$ cat config.mk
export PLATFORM = sky130hd
export DESIGN_NAME = tmc_timer
export DESIGN_NICKNAME = d
export VERILOG_FILES = /design/src/core/tmc_pkg.sv /design/src/core/tmc_timer.sv /design/src/core/tmc_wave_chan.sv
export SDC_FILE = /design/constraint.sdc
export NUM_CORES = 1
export LEC_CHECK = 0
export BUFFER_PORTS_ARGS = -buffer_cell sky130_fd_sc_hd__clkbuf_2
export CORE_AREA = 2 2 88 174
export DETAILED_ROUTE_END_ITERATION = 16
export DIE_AREA = 0 0 90 176
export HOLD_SLACK_MARGIN = 0.06
export PLACE_DENSITY = 0.54
export SYNTH_ARGS = -nofsm -noshare
export SYNTH_HDL_FRONTEND = slang
export SYNTH_SLANG_ARGS = --single-unit
$ cat constraint.sdc
create_clock -name core_clk -period 3.59 [get_ports core_clk]
set_input_delay 0.359 -clock core_clk [delete_from_list [all_inputs] [get_ports core_clk]]
set_output_delay 0.359 -clock core_clk [all_outputs]
set_load 0.05 [all_outputs]
$ cat src/core/tmc_pkg.sv
/*
  Constants for the 8-bit timer compare block: register offsets, field
  positions, reset values, mode and action encodings, bus responses.
  Assumes a 32-bit AXI4-Lite register bus with byte addresses.
*/
package tmc_pkg;

  // ----------------------------------------------------------------
  // Bus shape
  // ----------------------------------------------------------------
  localparam int unsigned AXI_AW = 8;
  localparam int unsigned AXI_DW = 32;
  localparam logic [1:0] RESP_OKAY = 2'h0;
  localparam logic [1:0] RESP_SLVERR = 2'h2;

  // ----------------------------------------------------------------
  // Register byte offsets
  // ----------------------------------------------------------------
  localparam logic [AXI_AW-1:0] OFS_CTRL_A = 8'h00;
  localparam logic [AXI_AW-1:0] OFS_CTRL_B = 8'h04;
  localparam logic [AXI_AW-1:0] OFS_COUNT = 8'h08;
  localparam logic [AXI_AW-1:0] OFS_CMP_A = 8'h0c;
  localparam logic [AXI_AW-1:0] OFS_CMP_B = 8'h10;
  localparam logic [AXI_AW-1:0] OFS_FLAGS = 8'h14;
  localparam logic [AXI_AW-1:0] OFS_IRQ_EN = 8'h18;

  // Decoded register index
  localparam logic [2:0] IDX_CTRL_A = 3'h0;
  localparam logic [2:0] IDX_CTRL_B = 3'h1;
  localparam logic [2:0] IDX_COUNT = 3'h2;
  localparam logic [2:0] IDX_CMP_A = 3'h3;
  localparam logic [2:0] IDX_CMP_B = 3'h4;
  localparam logic [2:0] IDX_FLAGS = 3'h5;
  localparam logic [2:0] IDX_IRQ_EN = 3'h6;
  localparam logic [2:0] IDX_NONE = 3'h7;

  // ----------------------------------------------------------------
  // Field widths and positions
  // ----------------------------------------------------------------
  localparam int unsigned ACT_W = 2;
  localparam int unsigned WGS_W = 3;
  localparam int unsigned CSS_W = 3;
  localparam int unsigned CA_ACT_A_LSB = 0;
  localparam int unsigned CA_ACT_B_LSB = 2;
  localparam int unsigned CA_WGS_LSB = 4;
  localparam int unsigned CB_CSS_LSB = 0;
  localparam int unsigned CB_FRC_A = 3;
  localparam int unsigned FL_OVF = 0;
  localparam int unsigned FL_CMP_A = 1;

  // ----------------------------------------------------------------
  // Reset values
  // ----------------------------------------------------------------
  localparam logic [WGS_W-1:0] RST_WGS = 3'h0;
  localparam logic [CSS_W-1:0] RST_CSS = 3'h0;
  localparam logic [ACT_W-1:0] RST_ACT = 2'h0;
  localparam logic [2:0] RST_IRQ_EN = 3'h0;

  // ----------------------------------------------------------------
  // Modes and actions
  // ----------------------------------------------------------------
  localparam logic [WGS_W-1:0] WGS_NORMAL = 3'h0;
  localparam logic [WGS_W-1:0] WGS_CTC = 3'h2;
  localparam logic [CSS_W-1:0] CSS_STOP = 3'h0;
  localparam logic [ACT_W-1:0] ACT_NONE = 2'h0;
  localparam logic [ACT_W-1:0] ACT_TOGGLE = 2'h1;
  localparam logic [ACT_W-1:0] ACT_CLEAR = 2'h2;
  localparam logic [ACT_W-1:0] ACT_SET = 2'h3;

endpackage : tmc_pkg

$ cat src/core/tmc_timer.sv
/*
  8-bit timer counter with two compare channels, Normal and
  clear-on-compare counting, flags, interrupt requests and an
  AXI4-Lite register slave.
  Assumes timer_tick_in is a one-cycle enable from an outside prescaler.
*/
// Design decisions made here: the register offsets and the AXI4-Lite register port.
`timescale 1ns/1ps

// What this block does
// [RL1] Equal count and compare value sets that channel's flag on next tick.
// [RL2] A set flag with its enable raises that channel's interrupt request.
// [RL3] Flag clears on interrupt service or software write of one.
// [RL4] Compare values double buffered in PWM modes, direct otherwise.
// [RL5] Buffered compare value moves to active register only at count top.
// [RL6] Software reaches the buffer when buffering, else the active register.
// [RL7] Outside PWM modes, force strobe updates wave output like a match, no flag, no clear.
// [RL8] A count write blocks all matches on the following tick.
// [RL9] Software avoids writing count equal to compare, or zero counting down.
// [RL10] Software sets wave state before making the pin an output.
// [RL11] Wave registers keep value across mode changes, reset clears them.
// [RL12] Action bits are not buffered, apply from next match.
// [RL13] Nonzero action makes wave output replace port data; direction kept.
// [RL14] Action zero leaves the wave register unchanged at matches.
// [RL15] Action bits never change the counting sequence.
// [RL16] Normal mode counts up only, wraps 0xFF to 0x00, writable anytime.
// [RL17] Normal mode sets overflow flag as count becomes zero.
// [RL18] Clear-on-compare mode clears count on tick after equal compare A.
// [RL19] Compare A below count is missed until count wraps past 0xFF.
// [RL20] Toggle action in clear-on-compare mode inverts wave each match.
// [RL21] Clear-on-compare overflow flag only on max to zero step.
// [RL22] Software count write beats any clear or count in same cycle.
// [RL23] Clock source zero stops ticks; count stays accessible.
// [RL24] Actions: 1 toggles, 2 clears, 3 sets wave output at match.
module tmc_timer
  import tmc_pkg::*;
#(
  parameter int unsigned CNT_W = 8 // Counter width
)
(
  input wire logic core_clk, // System clock
  input wire logic rst, // Async reset, high
  input wire logic s_axi_awvalid, // Write address valid
  output logic s_axi_awready, // Write address ready
  input wire logic [tmc_pkg::AXI_AW-1:0] s_axi_awaddr, // Write address
  input wire logic s_axi_wvalid, // Write data valid
  output logic s_axi_wready, // Write data ready
  input wire logic [tmc_pkg::AXI_DW-1:0] s_axi_wdata, // Write data
  input wire logic [3:0] s_axi_wstrb, // Write strobes
  output logic s_axi_bvalid, // Write response valid
  input wire logic s_axi_bready, // Write response ready
  output logic [1:0] s_axi_bresp, // Write response
  input wire logic s_axi_arvalid, // Read address valid
  output logic s_axi_arready, // Read address ready
  input wire logic [tmc_pkg::AXI_AW-1:0] s_axi_araddr, // Read address
  output logic s_axi_rvalid, // Read data valid
  input wire logic s_axi_rready, // Read data ready
  output logic [tmc_pkg::AXI_DW-1:0] s_axi_rdata, // Read data
  output logic [1:0] s_axi_rresp, // Read response
  input wire logic timer_tick_in, // Prescaler tick
  input wire logic ack_ovf, // Overflow irq serviced
  input wire logic ack_cmp_a, // Compare A irq serviced
  input wire logic ack_cmp_b, // Compare B irq serviced
  output logic irq_ovf, // Overflow request
  output logic irq_cmp_a, // Compare A request
  output logic irq_cmp_b, // Compare B request
  input wire logic port_data_a, // Port data, pin A
  input wire logic port_dir_a, // Port direction, pin A
  input wire logic port_data_b, // Port data, pin B
  input wire logic port_dir_b, // Port direction, pin B
  output logic pin_out_a, // Pin A level
  output logic pin_oe_a, // Pin A drive enable
  output logic pin_out_b, // Pin B level
  output logic pin_oe_b, // Pin B drive enable
  output logic wave_out_a, // Wave register A
  output logic wave_out_b // Wave register B
);

  // ----------------------------------------------------------------
  // Parameter check
  // ----------------------------------------------------------------
  if (CNT_W < 2 || CNT_W > 8) begin : g_bad_width
    $error("CNT_W must lie in 2..8");
  end

  localparam logic [CNT_W-1:0] CNT_MAX = {CNT_W{1'b1}};

  // ----------------------------------------------------------------
  // Helpers
  // ----------------------------------------------------------------
  function automatic logic [2:0] reg_decode(input logic [AXI_AW-1:0] a);
    case (a)
      OFS_CTRL_A: reg_decode = IDX_CTRL_A;
      OFS_CTRL_B: reg_decode = IDX_CTRL_B;
      OFS_COUNT: reg_decode = IDX_COUNT;
      OFS_CMP_A: reg_decode = IDX_CMP_A;
      OFS_CMP_B: reg_decode = IDX_CMP_B;
      OFS_FLAGS: reg_decode = IDX_FLAGS;
      OFS_IRQ_EN: reg_decode = IDX_IRQ_EN;
      default: reg_decode = IDX_NONE;
    endcase
  endfunction : reg_decode

  // Odd mode codes are the PWM modes
  function automatic logic is_pwm(input logic [WGS_W-1:0] m);
    is_pwm = m[0];
  endfunction : is_pwm

  // ----------------------------------------------------------------
  // State
  // ----------------------------------------------------------------
  logic [WGS_W-1:0] wgs_r;
  logic [CSS_W-1:0] css_r;
  logic [ACT_W-1:0] act_r [2];
  logic [CNT_W-1:0] cnt_r;
  logic [CNT_W-1:0] cmp_act_r [2];
  logic [CNT_W-1:0] cmp_buf_r [2];
  logic ovf_r;
  logic [1:0] cflag_r;
  logic [2:0] irq_en_r;
  logic blk_r;
  logic aw_hold_r;
  logic w_hold_r;
  logic [AXI_AW-1:0] awaddr_r;
  logic [AXI_DW-1:0] wdata_r;
  logic wstrb0_r;
  logic bvalid_r;
  logic [1:0] bresp_r;
  logic rvalid_r;
  logic [AXI_DW-1:0] rdata_r;
  logic [1:0] rresp_r;

  logic wr_go;
  logic wr_lane;
  logic [2:0] wr_idx;
  logic [CNT_W-1:0] wr_val;
  logic cnt_wr;
  logic tick;
  logic pwm;
  logic [CNT_W-1:0] top_val;
  logic at_top;
  logic ovf_set;
  logic [1:0] cmp_eq;
  logic [1:0] match_ev;
  logic [1:0] frc_ev;
  logic [1:0] ack_c;
  logic [1:0] pdat;
  logic [1:0] pdir;
  logic [1:0] pout;
  logic [1:0] poe;
  logic [1:0] wave;
  logic [AXI_DW-1:0] rd_val;

  // ----------------------------------------------------------------
  // AXI4-Lite write path
  // ----------------------------------------------------------------
  // Address and data taken in either order, write once both held
  assign s_axi_awready = !aw_hold_r && !bvalid_r;
  assign s_axi_wready = !w_hold_r && !bvalid_r;
  assign wr_go = aw_hold_r && w_hold_r;
  assign wr_idx = reg_decode(awaddr_r);
  assign wr_lane = wr_go && wstrb0_r;
  assign wr_val = wdata_r[CNT_W-1:0];
  assign s_axi_bvalid = bvalid_r;
  assign s_axi_bresp = bresp_r;

  // Write address holding
  always_ff @(posedge core_clk or posedge rst) begin
    if (rst) begin
      aw_hold_r <= 1'b0;
      awaddr_r <= '0;
    end else if (s_axi_awvalid && s_axi_awready) begin
      aw_hold_r <= 1'b1;
      awaddr_r <= s_axi_awaddr;
    end else if (wr_go) begin
      aw_hold_r <= 1'b0;
    end
  end

  // Write data holding
  always_ff @(posedge core_clk or posedge rst) begin
    if (rst) begin
      w_hold_r <= 1'b0;
      wdata_r <= '0;
      wstrb0_r <= 1'b0;
    end else if (s_axi_wvalid && s_axi_wready) begin
      w_hold_r <= 1'b1;
      wdata_r <= s_axi_wdata;
      wstrb0_r <= s_axi_wstrb[0];
    end else if (wr_go) begin
      w_hold_r <= 1'b0;
    end
  end

  // Write response
  always_ff @(posedge core_clk or posedge rst) begin
    if (rst) begin
      bvalid_r <= 1'b0;
      bresp_r <= RESP_OKAY;
    end else if (wr_go) begin
      bvalid_r <= 1'b1;
      bresp_r <= (wr_idx == IDX_NONE) ? RESP_SLVERR : RESP_OKAY;
    end else if (s_axi_bready) begin
      bvalid_r <= 1'b0;
    end
  end

  // ----------------------------------------------------------------
  // AXI4-Lite read path
  // ----------------------------------------------------------------
  assign s_axi_arready = !rvalid_r;
  assign s_axi_rvalid = rvalid_r;
  assign s_axi_rdata = rdata_r;
  assign s_axi_rresp = rresp_r;

  // Read value, reserved bits zero
  always_comb begin
    rd_val = '0;
    case (reg_decode(s_axi_araddr))
      IDX_CTRL_A: begin
        rd_val[CA_ACT_A_LSB +: ACT_W] = act_r[0];
        rd_val[CA_ACT_B_LSB +: ACT_W] = act_r[1];
        rd_val[CA_WGS_LSB +: WGS_W] = wgs_r;
      end
      IDX_CTRL_B: rd_val[CB_CSS_LSB +: CSS_W] = css_r;
      IDX_COUNT: rd_val[CNT_W-1:0] = cnt_r;
      IDX_CMP_A: rd_val[CNT_W-1:0] = pwm ? cmp_buf_r[0] : cmp_act_r[0]; // RL6
      IDX_CMP_B: rd_val[CNT_W-1:0] = pwm ? cmp_buf_r[1] : cmp_act_r[1]; // RL6
      IDX_FLAGS: rd_val[2:0] = {cflag_r, ovf_r};
      IDX_IRQ_EN: rd_val[2:0] = irq_en_r;
      default: rd_val = '0;
    endcase
  end

  // Read data register
  always_ff @(posedge core_clk or posedge rst) begin
    if (rst) begin
      rvalid_r <= 1'b0;
      rdata_r <= '0;
      rresp_r <= RESP_OKAY;
    end else if (s_axi_arvalid && s_axi_arready) begin
      rvalid_r <= 1'b1;
      rdata_r <= rd_val;
      rresp_r <= (reg_decode(s_axi_araddr) == IDX_NONE) ? RESP_SLVERR : RESP_OKAY;
    end else if (s_axi_rready) begin
      rvalid_r <= 1'b0;
    end
  end

  // ----------------------------------------------------------------
  // Control registers
  // ----------------------------------------------------------------
  // Mode, actions, clock source, interrupt enables
  always_ff @(posedge core_clk or posedge rst) begin
    if (rst) begin
      wgs_r <= RST_WGS;
      act_r[0] <= RST_ACT;
      act_r[1] <= RST_ACT;
      css_r <= RST_CSS;
      irq_en_r <= RST_IRQ_EN;
    end else if (wr_lane) begin
      if (wr_idx == IDX_CTRL_A) begin
        act_r[0] <= wdata_r[CA_ACT_A_LSB +: ACT_W]; // RL12
        act_r[1] <= wdata_r[CA_ACT_B_LSB +: ACT_W]; // RL12
        wgs_r <= wdata_r[CA_WGS_LSB +: WGS_W];
      end
      if (wr_idx == IDX_CTRL_B) begin
        css_r <= wdata_r[CB_CSS_LSB +: CSS_W];
      end
      if (wr_idx == IDX_IRQ_EN) begin
        irq_en_r <= wdata_r[2:0];
      end
    end
  end

  // ----------------------------------------------------------------
  // Counter
  // ----------------------------------------------------------------
  // Tick gating, top selection; actions play no part here
  assign tick = timer_tick_in && (css_r != CSS_STOP); // RL23
  assign pwm = is_pwm(wgs_r);
  assign top_val = (wgs_r == WGS_CTC || (wgs_r[2] && pwm)) ? cmp_act_r[0] : CNT_MAX; // RL15
  assign at_top = (cnt_r == top_val);
  assign cnt_wr = wr_lane && (wr_idx == IDX_COUNT);

  // Count up, clear at top, software write first
  always_ff @(posedge core_clk or posedge rst) begin
    if (rst) begin
      cnt_r <= '0;
    end else if (cnt_wr) begin
      cnt_r <= wr_val; // RL22 RL16
    end else if (tick) begin
      if (at_top) begin
        cnt_r <= '0; // RL18
      end else begin
        cnt_r <= cnt_r + 1'b1; // RL16 RL19
      end
    end
  end

  // Match blocking after a count write
  always_ff @(posedge core_clk or posedge rst) begin
    if (rst) begin
      blk_r <= 1'b0;
    end else if (cnt_wr) begin
      blk_r <= 1'b1; // RL8
    end else if (tick) begin
      blk_r <= 1'b0;
    end
  end

  // ----------------------------------------------------------------
  // Overflow flag
  // ----------------------------------------------------------------
  // Set on max to zero step; set beats clear
  assign ovf_set = tick && !cnt_wr && (cnt_r == CNT_MAX); // RL17 RL21
  always_ff @(posedge core_clk or posedge rst) begin
    if (rst) begin
      ovf_r <= 1'b0;
    end else if (ovf_set) begin
      ovf_r <= 1'b1;
    end else if (ack_ovf || (wr_lane && wr_idx == IDX_FLAGS && wdata_r[FL_OVF])) begin
      ovf_r <= 1'b0;
    end
  end

  assign irq_ovf = ovf_r && irq_en_r[FL_OVF];

  // ----------------------------------------------------------------
  // Compare channels
  // ----------------------------------------------------------------
  assign ack_c = {ack_cmp_b, ack_cmp_a};
  assign pdat = {port_data_b, port_data_a};
  assign pdir = {port_dir_b, port_dir_a};

  for (genvar i = 0; i < 2; i++) begin : g_chan
    logic cmp_wr;
    logic flag_clr;

    assign cmp_wr = wr_lane && (wr_idx == IDX_CMP_A + 3'(i));
    assign cmp_eq[i] = (cnt_r == cmp_act_r[i]); // RL1
    assign match_ev[i] = tick && !blk_r && !cnt_wr && cmp_eq[i]; // RL8
    assign frc_ev[i] = wr_lane && (wr_idx == IDX_CTRL_B) &&
                       wdata_r[CB_FRC_A + i] && !pwm; // RL7
    assign flag_clr = ack_c[i] ||
                      (wr_lane && wr_idx == IDX_FLAGS && wdata_r[FL_CMP_A + i]);

    // Active and buffer compare registers
    always_ff @(posedge core_clk or posedge rst) begin
      if (rst) begin
        cmp_act_r[i] <= '0;
        cmp_buf_r[i] <= '0;
      end else begin
        if (cmp_wr) begin
          cmp_buf_r[i] <= wr_val; // RL6
        end
        if (cmp_wr && !pwm) begin
          cmp_act_r[i] <= wr_val; // RL4
        end else if (pwm && tick && !cnt_wr && at_top) begin
          cmp_act_r[i] <= cmp_buf_r[i]; // RL5
        end
      end
    end

    // Compare flag; set beats clear, force never sets it
    always_ff @(posedge core_clk or posedge rst) begin
      if (rst) begin
        cflag_r[i] <= 1'b0;
      end else if (match_ev[i]) begin
        cflag_r[i] <= 1'b1; // RL1
      end else if (flag_clr) begin
        cflag_r[i] <= 1'b0; // RL3
      end
    end

    tmc_wave_chan u_wave (
      .core_clk(core_clk),
      .rst(rst),
      .match_ev(match_ev[i]),
      .force_ev(frc_ev[i]),
      .action(act_r[i]),
      .port_data(pdat[i]),
      .port_dir(pdir[i]),
      .wave_out(wave[i]),
      .pin_out(pout[i]),
      .pin_oe(poe[i])
    );
  end

  // Per-channel outputs
  assign irq_cmp_a = cflag_r[0] && irq_en_r[FL_CMP_A]; // RL2
  assign irq_cmp_b = cflag_r[1] && irq_en_r[FL_CMP_A + 1]; // RL2
  assign wave_out_a = wave[0];
  assign wave_out_b = wave[1];
  assign pin_out_a = pout[0];
  assign pin_out_b = pout[1];
  assign pin_oe_a = poe[0];
  assign pin_oe_b = poe[1];

  // ----------------------------------------------------------------
  // Checks
  // ----------------------------------------------------------------
  flag_on_match_a: assert property (@(posedge core_clk) disable iff (rst) // RL1
    tick && !blk_r && !cnt_wr && cnt_r == cmp_act_r[0] |=> cflag_r[0])
    else $error("compare flag A not set");

  irq_request_a: assert property (@(posedge core_clk) disable iff (rst) // RL2
    cflag_r[1] && irq_en_r[2] |-> irq_cmp_b)
    else $error("compare B request missing");

  ack_clears_a: assert property (@(posedge core_clk) disable iff (rst) // RL3
    ack_cmp_a && !match_ev[0] |=> !cflag_r[0])
    else $error("serviced flag A not cleared");

  direct_cmp_a: assert property (@(posedge core_clk) disable iff (rst) // RL4
    wr_lane && wr_idx == IDX_CMP_B && !pwm |=> cmp_act_r[1] == $past(wr_val))
    else $error("compare B not written directly");

  buffer_hold_a: assert property (@(posedge core_clk) disable iff (rst) // RL5
    pwm && !(tick && at_top) ##1 pwm |-> $stable(cmp_act_r[0]))
    else $error("active compare moved off top");

  write_blocks_a: assert property (@(posedge core_clk) disable iff (rst) // RL8
    $rose(cflag_r[0]) |-> !$past(blk_r) && !$past(cnt_wr) && $past(tick))
    else $error("match not blocked after count write");

  normal_count_a: assert property (@(posedge core_clk) disable iff (rst) // RL16
    tick && !cnt_wr && wgs_r == WGS_NORMAL |=> cnt_r == CNT_W'($past(cnt_r) + 1'b1))
    else $error("normal mode count step wrong");

  overflow_set_a: assert property (@(posedge core_clk) disable iff (rst) // RL17
    tick && !cnt_wr && cnt_r == CNT_MAX |=> ovf_r && cnt_r == '0)
    else $error("overflow flag not set at wrap");

  ctc_clear_a: assert property (@(posedge core_clk) disable iff (rst) // RL18
    tick && !cnt_wr && wgs_r == WGS_CTC && cnt_r == cmp_act_r[0] |=> cnt_r == '0)
    else $error("count not cleared at compare A");

  cpu_priority_a: assert property (@(posedge core_clk) disable iff (rst) // RL22
    cnt_wr |=> cnt_r == $past(wr_val))
    else $error("count write lost");

  stopped_hold_a: assert property (@(posedge core_clk) disable iff (rst) // RL23
    css_r == CSS_STOP && !cnt_wr |=> $stable(cnt_r))
    else $error("stopped counter moved");

endmodule : tmc_timer

$ cat src/core/tmc_wave_chan.sv
/*
  One compare output channel: the wave output register and its pin
  override toward the general I/O port.
  Assumes match and force events are one-cycle pulses on core_clk.
*/
`timescale 1ns/1ps
module tmc_wave_chan
  import tmc_pkg::*;
(
  input wire logic core_clk, // System clock
  input wire logic rst, // Async reset, high
  input wire logic match_ev, // Qualified compare match
  input wire logic force_ev, // Force strobe
  input wire logic [tmc_pkg::ACT_W-1:0] action, // Output action
  input wire logic port_data, // Port data bit
  input wire logic port_dir, // Port direction bit
  output logic wave_out, // Wave register
  output logic pin_out, // Pin level
  output logic pin_oe // Pin drive enable
);

  logic wave_r;

  // ----------------------------------------------------------------
  // Wave register
  // ----------------------------------------------------------------
  // Update on match or force, per action
  always_ff @(posedge core_clk or posedge rst) begin
    if (rst) begin
      wave_r <= 1'b0; // RL11
    end else if (match_ev || force_ev) begin // RL7
      case (action) // RL12
        ACT_TOGGLE: wave_r <= ~wave_r; // RL24 RL20
        ACT_CLEAR: wave_r <= 1'b0; // RL24
        ACT_SET: wave_r <= 1'b1; // RL24
        default: wave_r <= wave_r; // RL14
      endcase
    end
  end

  // Pin override when any action bit set
  assign wave_out = wave_r;
  assign pin_out = (action != ACT_NONE) ? wave_r : port_data; // RL13
  assign pin_oe = port_dir; // RL13

  // ----------------------------------------------------------------
  // Checks
  // ----------------------------------------------------------------
  toggle_on_ev_a: assert property (@(posedge core_clk) disable iff (rst) // RL24
    (match_ev || force_ev) && action == ACT_TOGGLE |=> wave_r != $past(wave_r))
    else $error("wave did not toggle");

  idle_hold_a: assert property (@(posedge core_clk) disable iff (rst) // RL14
    action == ACT_NONE |=> $stable(wave_r))
    else $error("wave changed with no action");

  pin_override_a: assert property (@(posedge core_clk) disable iff (rst) // RL13
    action != ACT_NONE |-> pin_out == wave_out && pin_oe == port_dir)
    else $error("pin not overridden");

endmodule : tmc_wave_chan

==> metrics.md, run 1 <==
| Metric | Value |
|---|---|
| Largest net degree at the start of global routing | 47 |
| Core Util, Final | 0.389 |
| Warnings, synthesis | 0 |
| TNS Setup | 0 ps |
| All-Layer GR Usage | 0.178 |
| Remaining antenna violation count after routing | 0 |
| Seq cells post-synth | 90 |
| IO Port Bufs | 59 |
| Reg-to-Reg End | cmp_act_r[14] |
| Num CTS Buffers | 9 |
| Initial antenna violation count | 0 |
| Post-synthesis sequential area ratio | 0.455 |
| FFs w/ async S/R, synth | 1.00 |
| First drt pass iteration count | 5 |
| CP cell instances | or4_4 > nor3_4 > nand2_1 > nor2_1 > a21oi_1 > a221o_1 |
| CTS tree | built |
| CP Launch Type | flop |
| Worst r2r src | awaddr_r[0] |
| Post-synth top area share | 0.455 |
| Top_reg_cell synth | dfrtp_1 |
| Worst hold margin | about 140 ps |
| Final Cycle Share | 0.768 |
| Post-cts resize count | 0 |
| CTS Sinks | 90 |
| HPWL after DPL | between 10 and 15 mm |
| # hold bufs at CTS | 0 |
| Clock Tree Buf Depth | 2 |
| Clock transition at the registers of the reported paths | 70 ps |
| Die Footprint | roughly 0.016 mm2 |
| Setup Skew | between 8 and 9 ps |
| Unique masters post-synth | 55 |
| Slew headroom | 0.153 |
| CP max-delay cell | or4_4 |
| Largest stage delay, worst path | 560 ps |
| # diodes | 0 |
| Overall power | approximately 3.4 mW |
| Layout cell share with drive strength beyond 1 | 0.250 |
| Worst-skew pair later-pin latency | 350 ps |
| Layout Nets | between 500 and 600 |
| Final period demand of the worst path | around 2800 ps |
| Status | finished, final reports clean |
| Worst endpoint data arrival time | 2980 ps |
| Worst slew pin tran | roughly 1200 ps |
| First-pass GRT wire length | approximately 21 mm |
| Worst VDD drop | 0.353 mV |
| Largest area contributor in the synthesized netlist | dfrtp_1 |
| Post-CTS Setup Bufs | 0 |
| Crit path max fanout | 9 |
| Pleak | about 2.6 nW |
| Routability congestion estimate from global placement | 0.917 |
| I/O Pins | 117 |
| Die Y-Extent | about 180 um |
| Max frequency | between 300 and 400 MHz |
| Final Slew Violations | 0 |
| Initial Utilization | 0.343 |
| Core Box Area | between 0.01 and 0.015 mm2 |
| Commonest cells after routing, fill and taps aside | dfrtp_1 (90), clkbuf_2 (59), mux2_2 (46) |
| Post-synth EDFFs | 0 |
| Power Density | approximately 610 mW/mm2 |
| Commonest non-fill, non-tap cell in the layout | dfrtp_1 |
| Layout area overhead | 13.3% |
| Setup CP Type | flop to flop |
| Max Cap Viol | 0 |
| Synth top area cells | dfrtp_1 (46%), mux2_2 (10%), buf_4 (4.4%), mux2i_1 (3.6%), a221o_1 (3.2%) |
| Internal reg-to-reg setup slack | approximately 830 ps |
| Wire length per cell | 19.2 um |
| Rows | 62 |
| Initial DRC count | about 270 |
| Synthesized area | 0.00495 mm2 |
| Vias per inst | 5.36 |
| Post-Syn Instances | ~480 |
| RSZ-0062 raised after global routing | false |
| Vias in the first global route | between 3k and 4k |
| Min-delay worst type | input pin to async pin |
| R2r worst-path depth | 6 |
| DR vias | around 3.9k |
| Hold Fails Final Rpt | 0 |
| GRT overflow | 0 |
| Data required time at the worst endpoint | about 3800 ps |
| Die W | 90 um |
| Final setup fails | 0 |
| # DRC | 0 |
| Syn avg cell area | just over 10 um2 |
| Htree depth | 3 |
| Routed wire length | ~14 mm |
| Clock root buffer | clkbuf_16 |
| Endpoint type of the worst setup path | flop |
synthesized netlist by cell type, types with 3 or more instances:
| cell type | count |
|---|---|
| a211oi_1 | 3 |
| a21o_1 | 3 |
| a21oi_1 | 15 |
| a221o_1 | 16 |
| a22o_1 | 10 |
| a22oi_1 | 4 |
| and2_1 | 22 |
| and3_1 | 7 |
| and4_1 | 3 |
| buf_2 | 3 |
| buf_4 | 29 |
| clkbuf_1 | 20 |
| dfrtp_1 | 90 |
| inv_1 | 18 |
| mux2_2 | 46 |
| mux2i_1 | 18 |
| nand2_1 | 37 |
| nand2b_1 | 4 |
| nand3_1 | 20 |
| nand4_1 | 5 |
| nor2_1 | 19 |
| nor3_1 | 6 |
| nor3b_1 | 5 |
| nor4_1 | 9 |
| o211ai_1 | 3 |
| o21ai_0 | 15 |
| o22ai_1 | 7 |
| or3_1 | 4 |
| xor2_1 | 8 |
metrics by stage:
stage	setup WS (ps)	std cells	cell area [um2]
finish	833	724	5610
global route	598	724	5610
CTS	820	724	5610
detailed placement	838	708	5280
global placement	886	708	5280
floorplan	896	508	5040
report_power, final:
group | internal (mW) | total, mW | switching (mW) | leakage (nW)
logic | 0.338 | 0.834 | 0.496 | 1.29
clock network | 0.620 | 1.04 | 0.425 | 0.158
registers | 1.21 | 1.57 | 0.358 | 1.16
metal layers:
metal  up-vias  track usage  routed length (um)
li1       1789            -                   -
met2       161        0.343                7750
met4         0        0.104                 678
met3        35       0.0256                 625
met5         -            0                   0
met1      1899        0.178                4870
critical path: cells and delay by family, from the launching register on:
| family | cells | cell delay, ps |
|---|---|---|
| AOI/OAI and AO/OA | 2 | 600 |
| DFF | 1 | 400 |
| and+or+nand+nor | 4 | 1620 |
state kept, by name, indices dropped and copies added, names as in the netlist, 2 cells and up:
name / flops
cmp_act_r: 16
cmp_buf_r: 16
awaddr_r: 8
cnt_r: 8
s_axi_rdata: 8
wdata_r: 8
act_r: 4
css_r: 3
irq_en_r: 3
wgs_r: 3
cflag_r: 2
g_chan.u_wave.wave_out: 2
cell families (layout without fill, tap and decap cells):
group | Yosys count | count (layout) | share of synthesized area
buffers and inverters | 74 | 98 | 0.0819
XOR/XNOR | 8 | 8 | 0.0142
adder cells (fa/ha/maj) | 1 | 1 | 0.00253
other | 1 | 26 | 0.000758
AO/OA/AOI/OAI | 93 | 93 | 0.139
multiplexers | 64 | 64 | 0.141
flip-flops | 90 | 90 | 0.455
AND/OR/NAND/NOR | 152 | 152 | 0.166
cell type report:
cell class                      instances  area (um2)
Fill cell                            1441        8820
Sequential cell                        90        2250
Tap cell                              192         240
Timing Repair Buffer                   64         333
Inverter                               18        68.8
Clock inverter                          6        95.1
Clock buffer                           10         229
Multi-Input combinational cell        344        2390
worst max-delay path by stage:
stage,from,cells past startpoint,end,slack (ps)
global placement,awaddr_r[0],6,cmp_act_r[13],890
CTS,awaddr_r[0],6,cmp_act_r[4],820
global route,awaddr_r[0],6,cmp_act_r[14],600
floorplan,rst,1,act_r[0],900
finish,awaddr_r[0],6,cmp_act_r[14],830
detailed placement,awaddr_r[0],6,cmp_act_r[7],840
Power figures use the tool's default switching activity.
==> run 2: changes to the inputs <==
clock period = 2.8 ns   (was 3.59 ns; I/O delays follow)
==> run 2 against run 1 <==
Compared with the run above: register-to-register slack worse by 510 ps; routed wire length increased by 2.4%; clock-buffer cell count increased by 1; critical endpoint is now cmp_act_r[9]; largest cell class unchanged; largest power group unchanged; highest routed layer unchanged.
==> metrics.md, run 2 (same netlist as run 1, synthesis figures left out) <==
| Metric | Value |
|---|---|
| Status | finished, final reports clean |
| Num CTS Buffers | 9 |
| Overall power | between 4 and 5 mW |
| Design area | 0.00564 mm2 |
| Largest stage delay, worst path | roughly 570 ps |
| HPWL after DPL | 10.8 mm |
| Slew headroom | 0.443 |
| Reg-to-Reg End | cmp_act_r[9] |
| RSZ-0062 raised after global routing | false |
| Core Util, Final | 0.391 |
| First drt pass iteration count | 4 |
| Delay-heaviest family, CP | simple AND/OR/NAND/NOR gates |
| Pre-CTS setup slack | 332 ps |
| Worst-skew pair later-pin latency | ~340 ps |
| Final setup fails | 0 |
| R2r worst-path depth | 6 |
| Vias in the first global route | just under 4k |
| Wire length per cell | between 15 and 20 um |
| Clock Tree Buf Depth | 2 |
| Final Cycle Share | 0.886 |
| Worst endpoint data arrival time | ~2700 ps |
| Max frequency | a little over 400 MHz |
| Htree depth | 3 |
| # DRC | 0 |
| IO Port Bufs | between 50 and 60 |
| Final worst slack | 319 ps |
| Routability congestion estimate from global placement | roughly 0.9 |
| Crit path max fanout | 16 |
| CP cell instances | or4_4 > nor3_4 > and3_1 > nor3b_1 > and2_1 > a221o_1 |
| Setup CP Type | flop to flop |
| Hold Fails Final Rpt | 0 |
| Layout cell share with drive strength beyond 1 | 0.258 |
| Post-cts resize count | 0 |
| Die W | roughly 90 um |
| Regs by FF count | cmp_act_r: 16 flops, cmp_buf_r: 16 flops |
| Critical path launch point | awaddr_r[0] |
| DR vias | just under 4k |
| Area after DPL | between 0.005 and 0.006 mm2 |
| Routed wire length | ~14 mm |
| Buf/Inv on CP | 0 |
| Die Y-Extent | about 180 um |
| Clock root buffer | clkbuf_16 |
| All-Layer GR Usage | 0.185 |
| Worst slew pin tran | between 800 and 900 ps |
| Commonest cells after routing, fill and taps aside | dfrtp_1 (90), clkbuf_2 (59), mux2_2 (46) |
| Post-CTS Setup Bufs | 0 |
| Min-delay worst type | input pin to async pin |
| Initial antenna violation count | 0 |
| CP max-delay cell | or4_4 |
| Power Density | 763 mW/mm2 |
| # hold bufs at CTS | 0 |
| TNS Setup | 0 ps |
| Die Footprint | ~0.016 mm2 |
| GRT overflow | 0 |
| Largest net degree at the start of global routing | 49 |
| Pleak | between 2 and 3 nW |
| CTS Sinks | 90 |
| CP Launch Type | flop |
| Worst r2r src | awaddr_r[0] |
| Max Cap Viol | 0 |
| Vias per inst | about 5.3 |
| # diodes | 0 |
| Data required time at the worst endpoint | ~3000 ps |
| Initial DRC count | roughly 280 |
| Initial Utilization | 0.343 |
| Endpoint type of the worst setup path | flop |
| I/O Pins | ~120 |
| CP endpoint | cmp_act_r[9] |
| Fillers | between 1k and 1.5k |
| Multi-input logic area | ~0.0024 mm2 |
| Register area | approximately 0.0023 mm2 |
| Rows | 62 |
| Worst path depth | 6 |
| Final period demand of the worst path | around 2500 ps |
| Layout area overhead | 14.0% |
| CTS tree | built |
| First-pass GRT wire length | roughly 22 mm |
| Worst VDD drop | between 0.5 and 0.6 mV |
| Final Slew Violations | 0 |
| Clock transition at the registers of the reported paths | 60 ps |
| Setup Skew | around 5.7 ps |
| Layout Nets | ~600 |
| Core Box Area | roughly 0.014 mm2 |
| Remaining antenna violation count after routing | 0 |
| Commonest non-fill, non-tap cell in the layout | dfrtp_1 |
| Internal reg-to-reg setup slack | roughly 320 ps |
## run 2: changes by cell type in the layout (fill, tap and decap cells not counted)
cell | before | now
bufinv_16 | 2 | 1
buf_12 | 0 | 1
inv_6 | 3 | 0
clkbuf_1 | 1 | 2
clkinvlp_4 | 0 | 2
buf_4 | 5 | 12
## run 2: worst min path at each step
stage | end | slack (ps) | startpoint
floorplan | s_axi_bvalid | 380 | s_axi_bready
global placement | awaddr_r[0] | 440 | rst
detailed placement | cflag_r[0] | 450 | rst
CTS | cmp_buf_r[9] | 90 | rst
global route | cflag_r[0] | 130 | rst
finish | cflag_r[0] | 50 | rst
## run 2: area by class of cell
cell class	count	area share
clock buffers	11	0.0413
clock inverters	4	0.00954
inverters	18	0.0122
multi-input cells	344	0.423
flip-flops and latches	90	0.399
well taps	192	0.0426
repair buffers	72	0.0719
## run 2: worst register-to-register path, cell delays in order, from the launching register on
cell and delay [ps]:
dfrtp_1 400, or4_4 570, nor3_4 230, and3_1 240, nor3b_1 110, and2_1 370, a221o_1 440
## run 2: per-stage QoR
step	instances	hold WS [ps]
2_1_floorplan	508	376
3_3_place_gp	716	445
3_5_place_dp	716	453
4_1_cts	731	86.1
5_1_grt	731	126
6_report	731	46.1
## run 2: metal layers
metal  vias up  routed length (um)  track usage
met3        35                 642       0.0312
met2       137                7960        0.352
met1      1917                4980        0.186
li1       1807                   -            -
met4         0                 677        0.104
met5         -                   0            0
## run 2: where the power goes
part | switching [mW] | internal, mW | leakage (nW)
Clock | 0.504 | 0.689 | 0.132
Sequential | 0.449 | 1.55 | 1.16
Combinational | 0.661 | 0.444 | 1.33
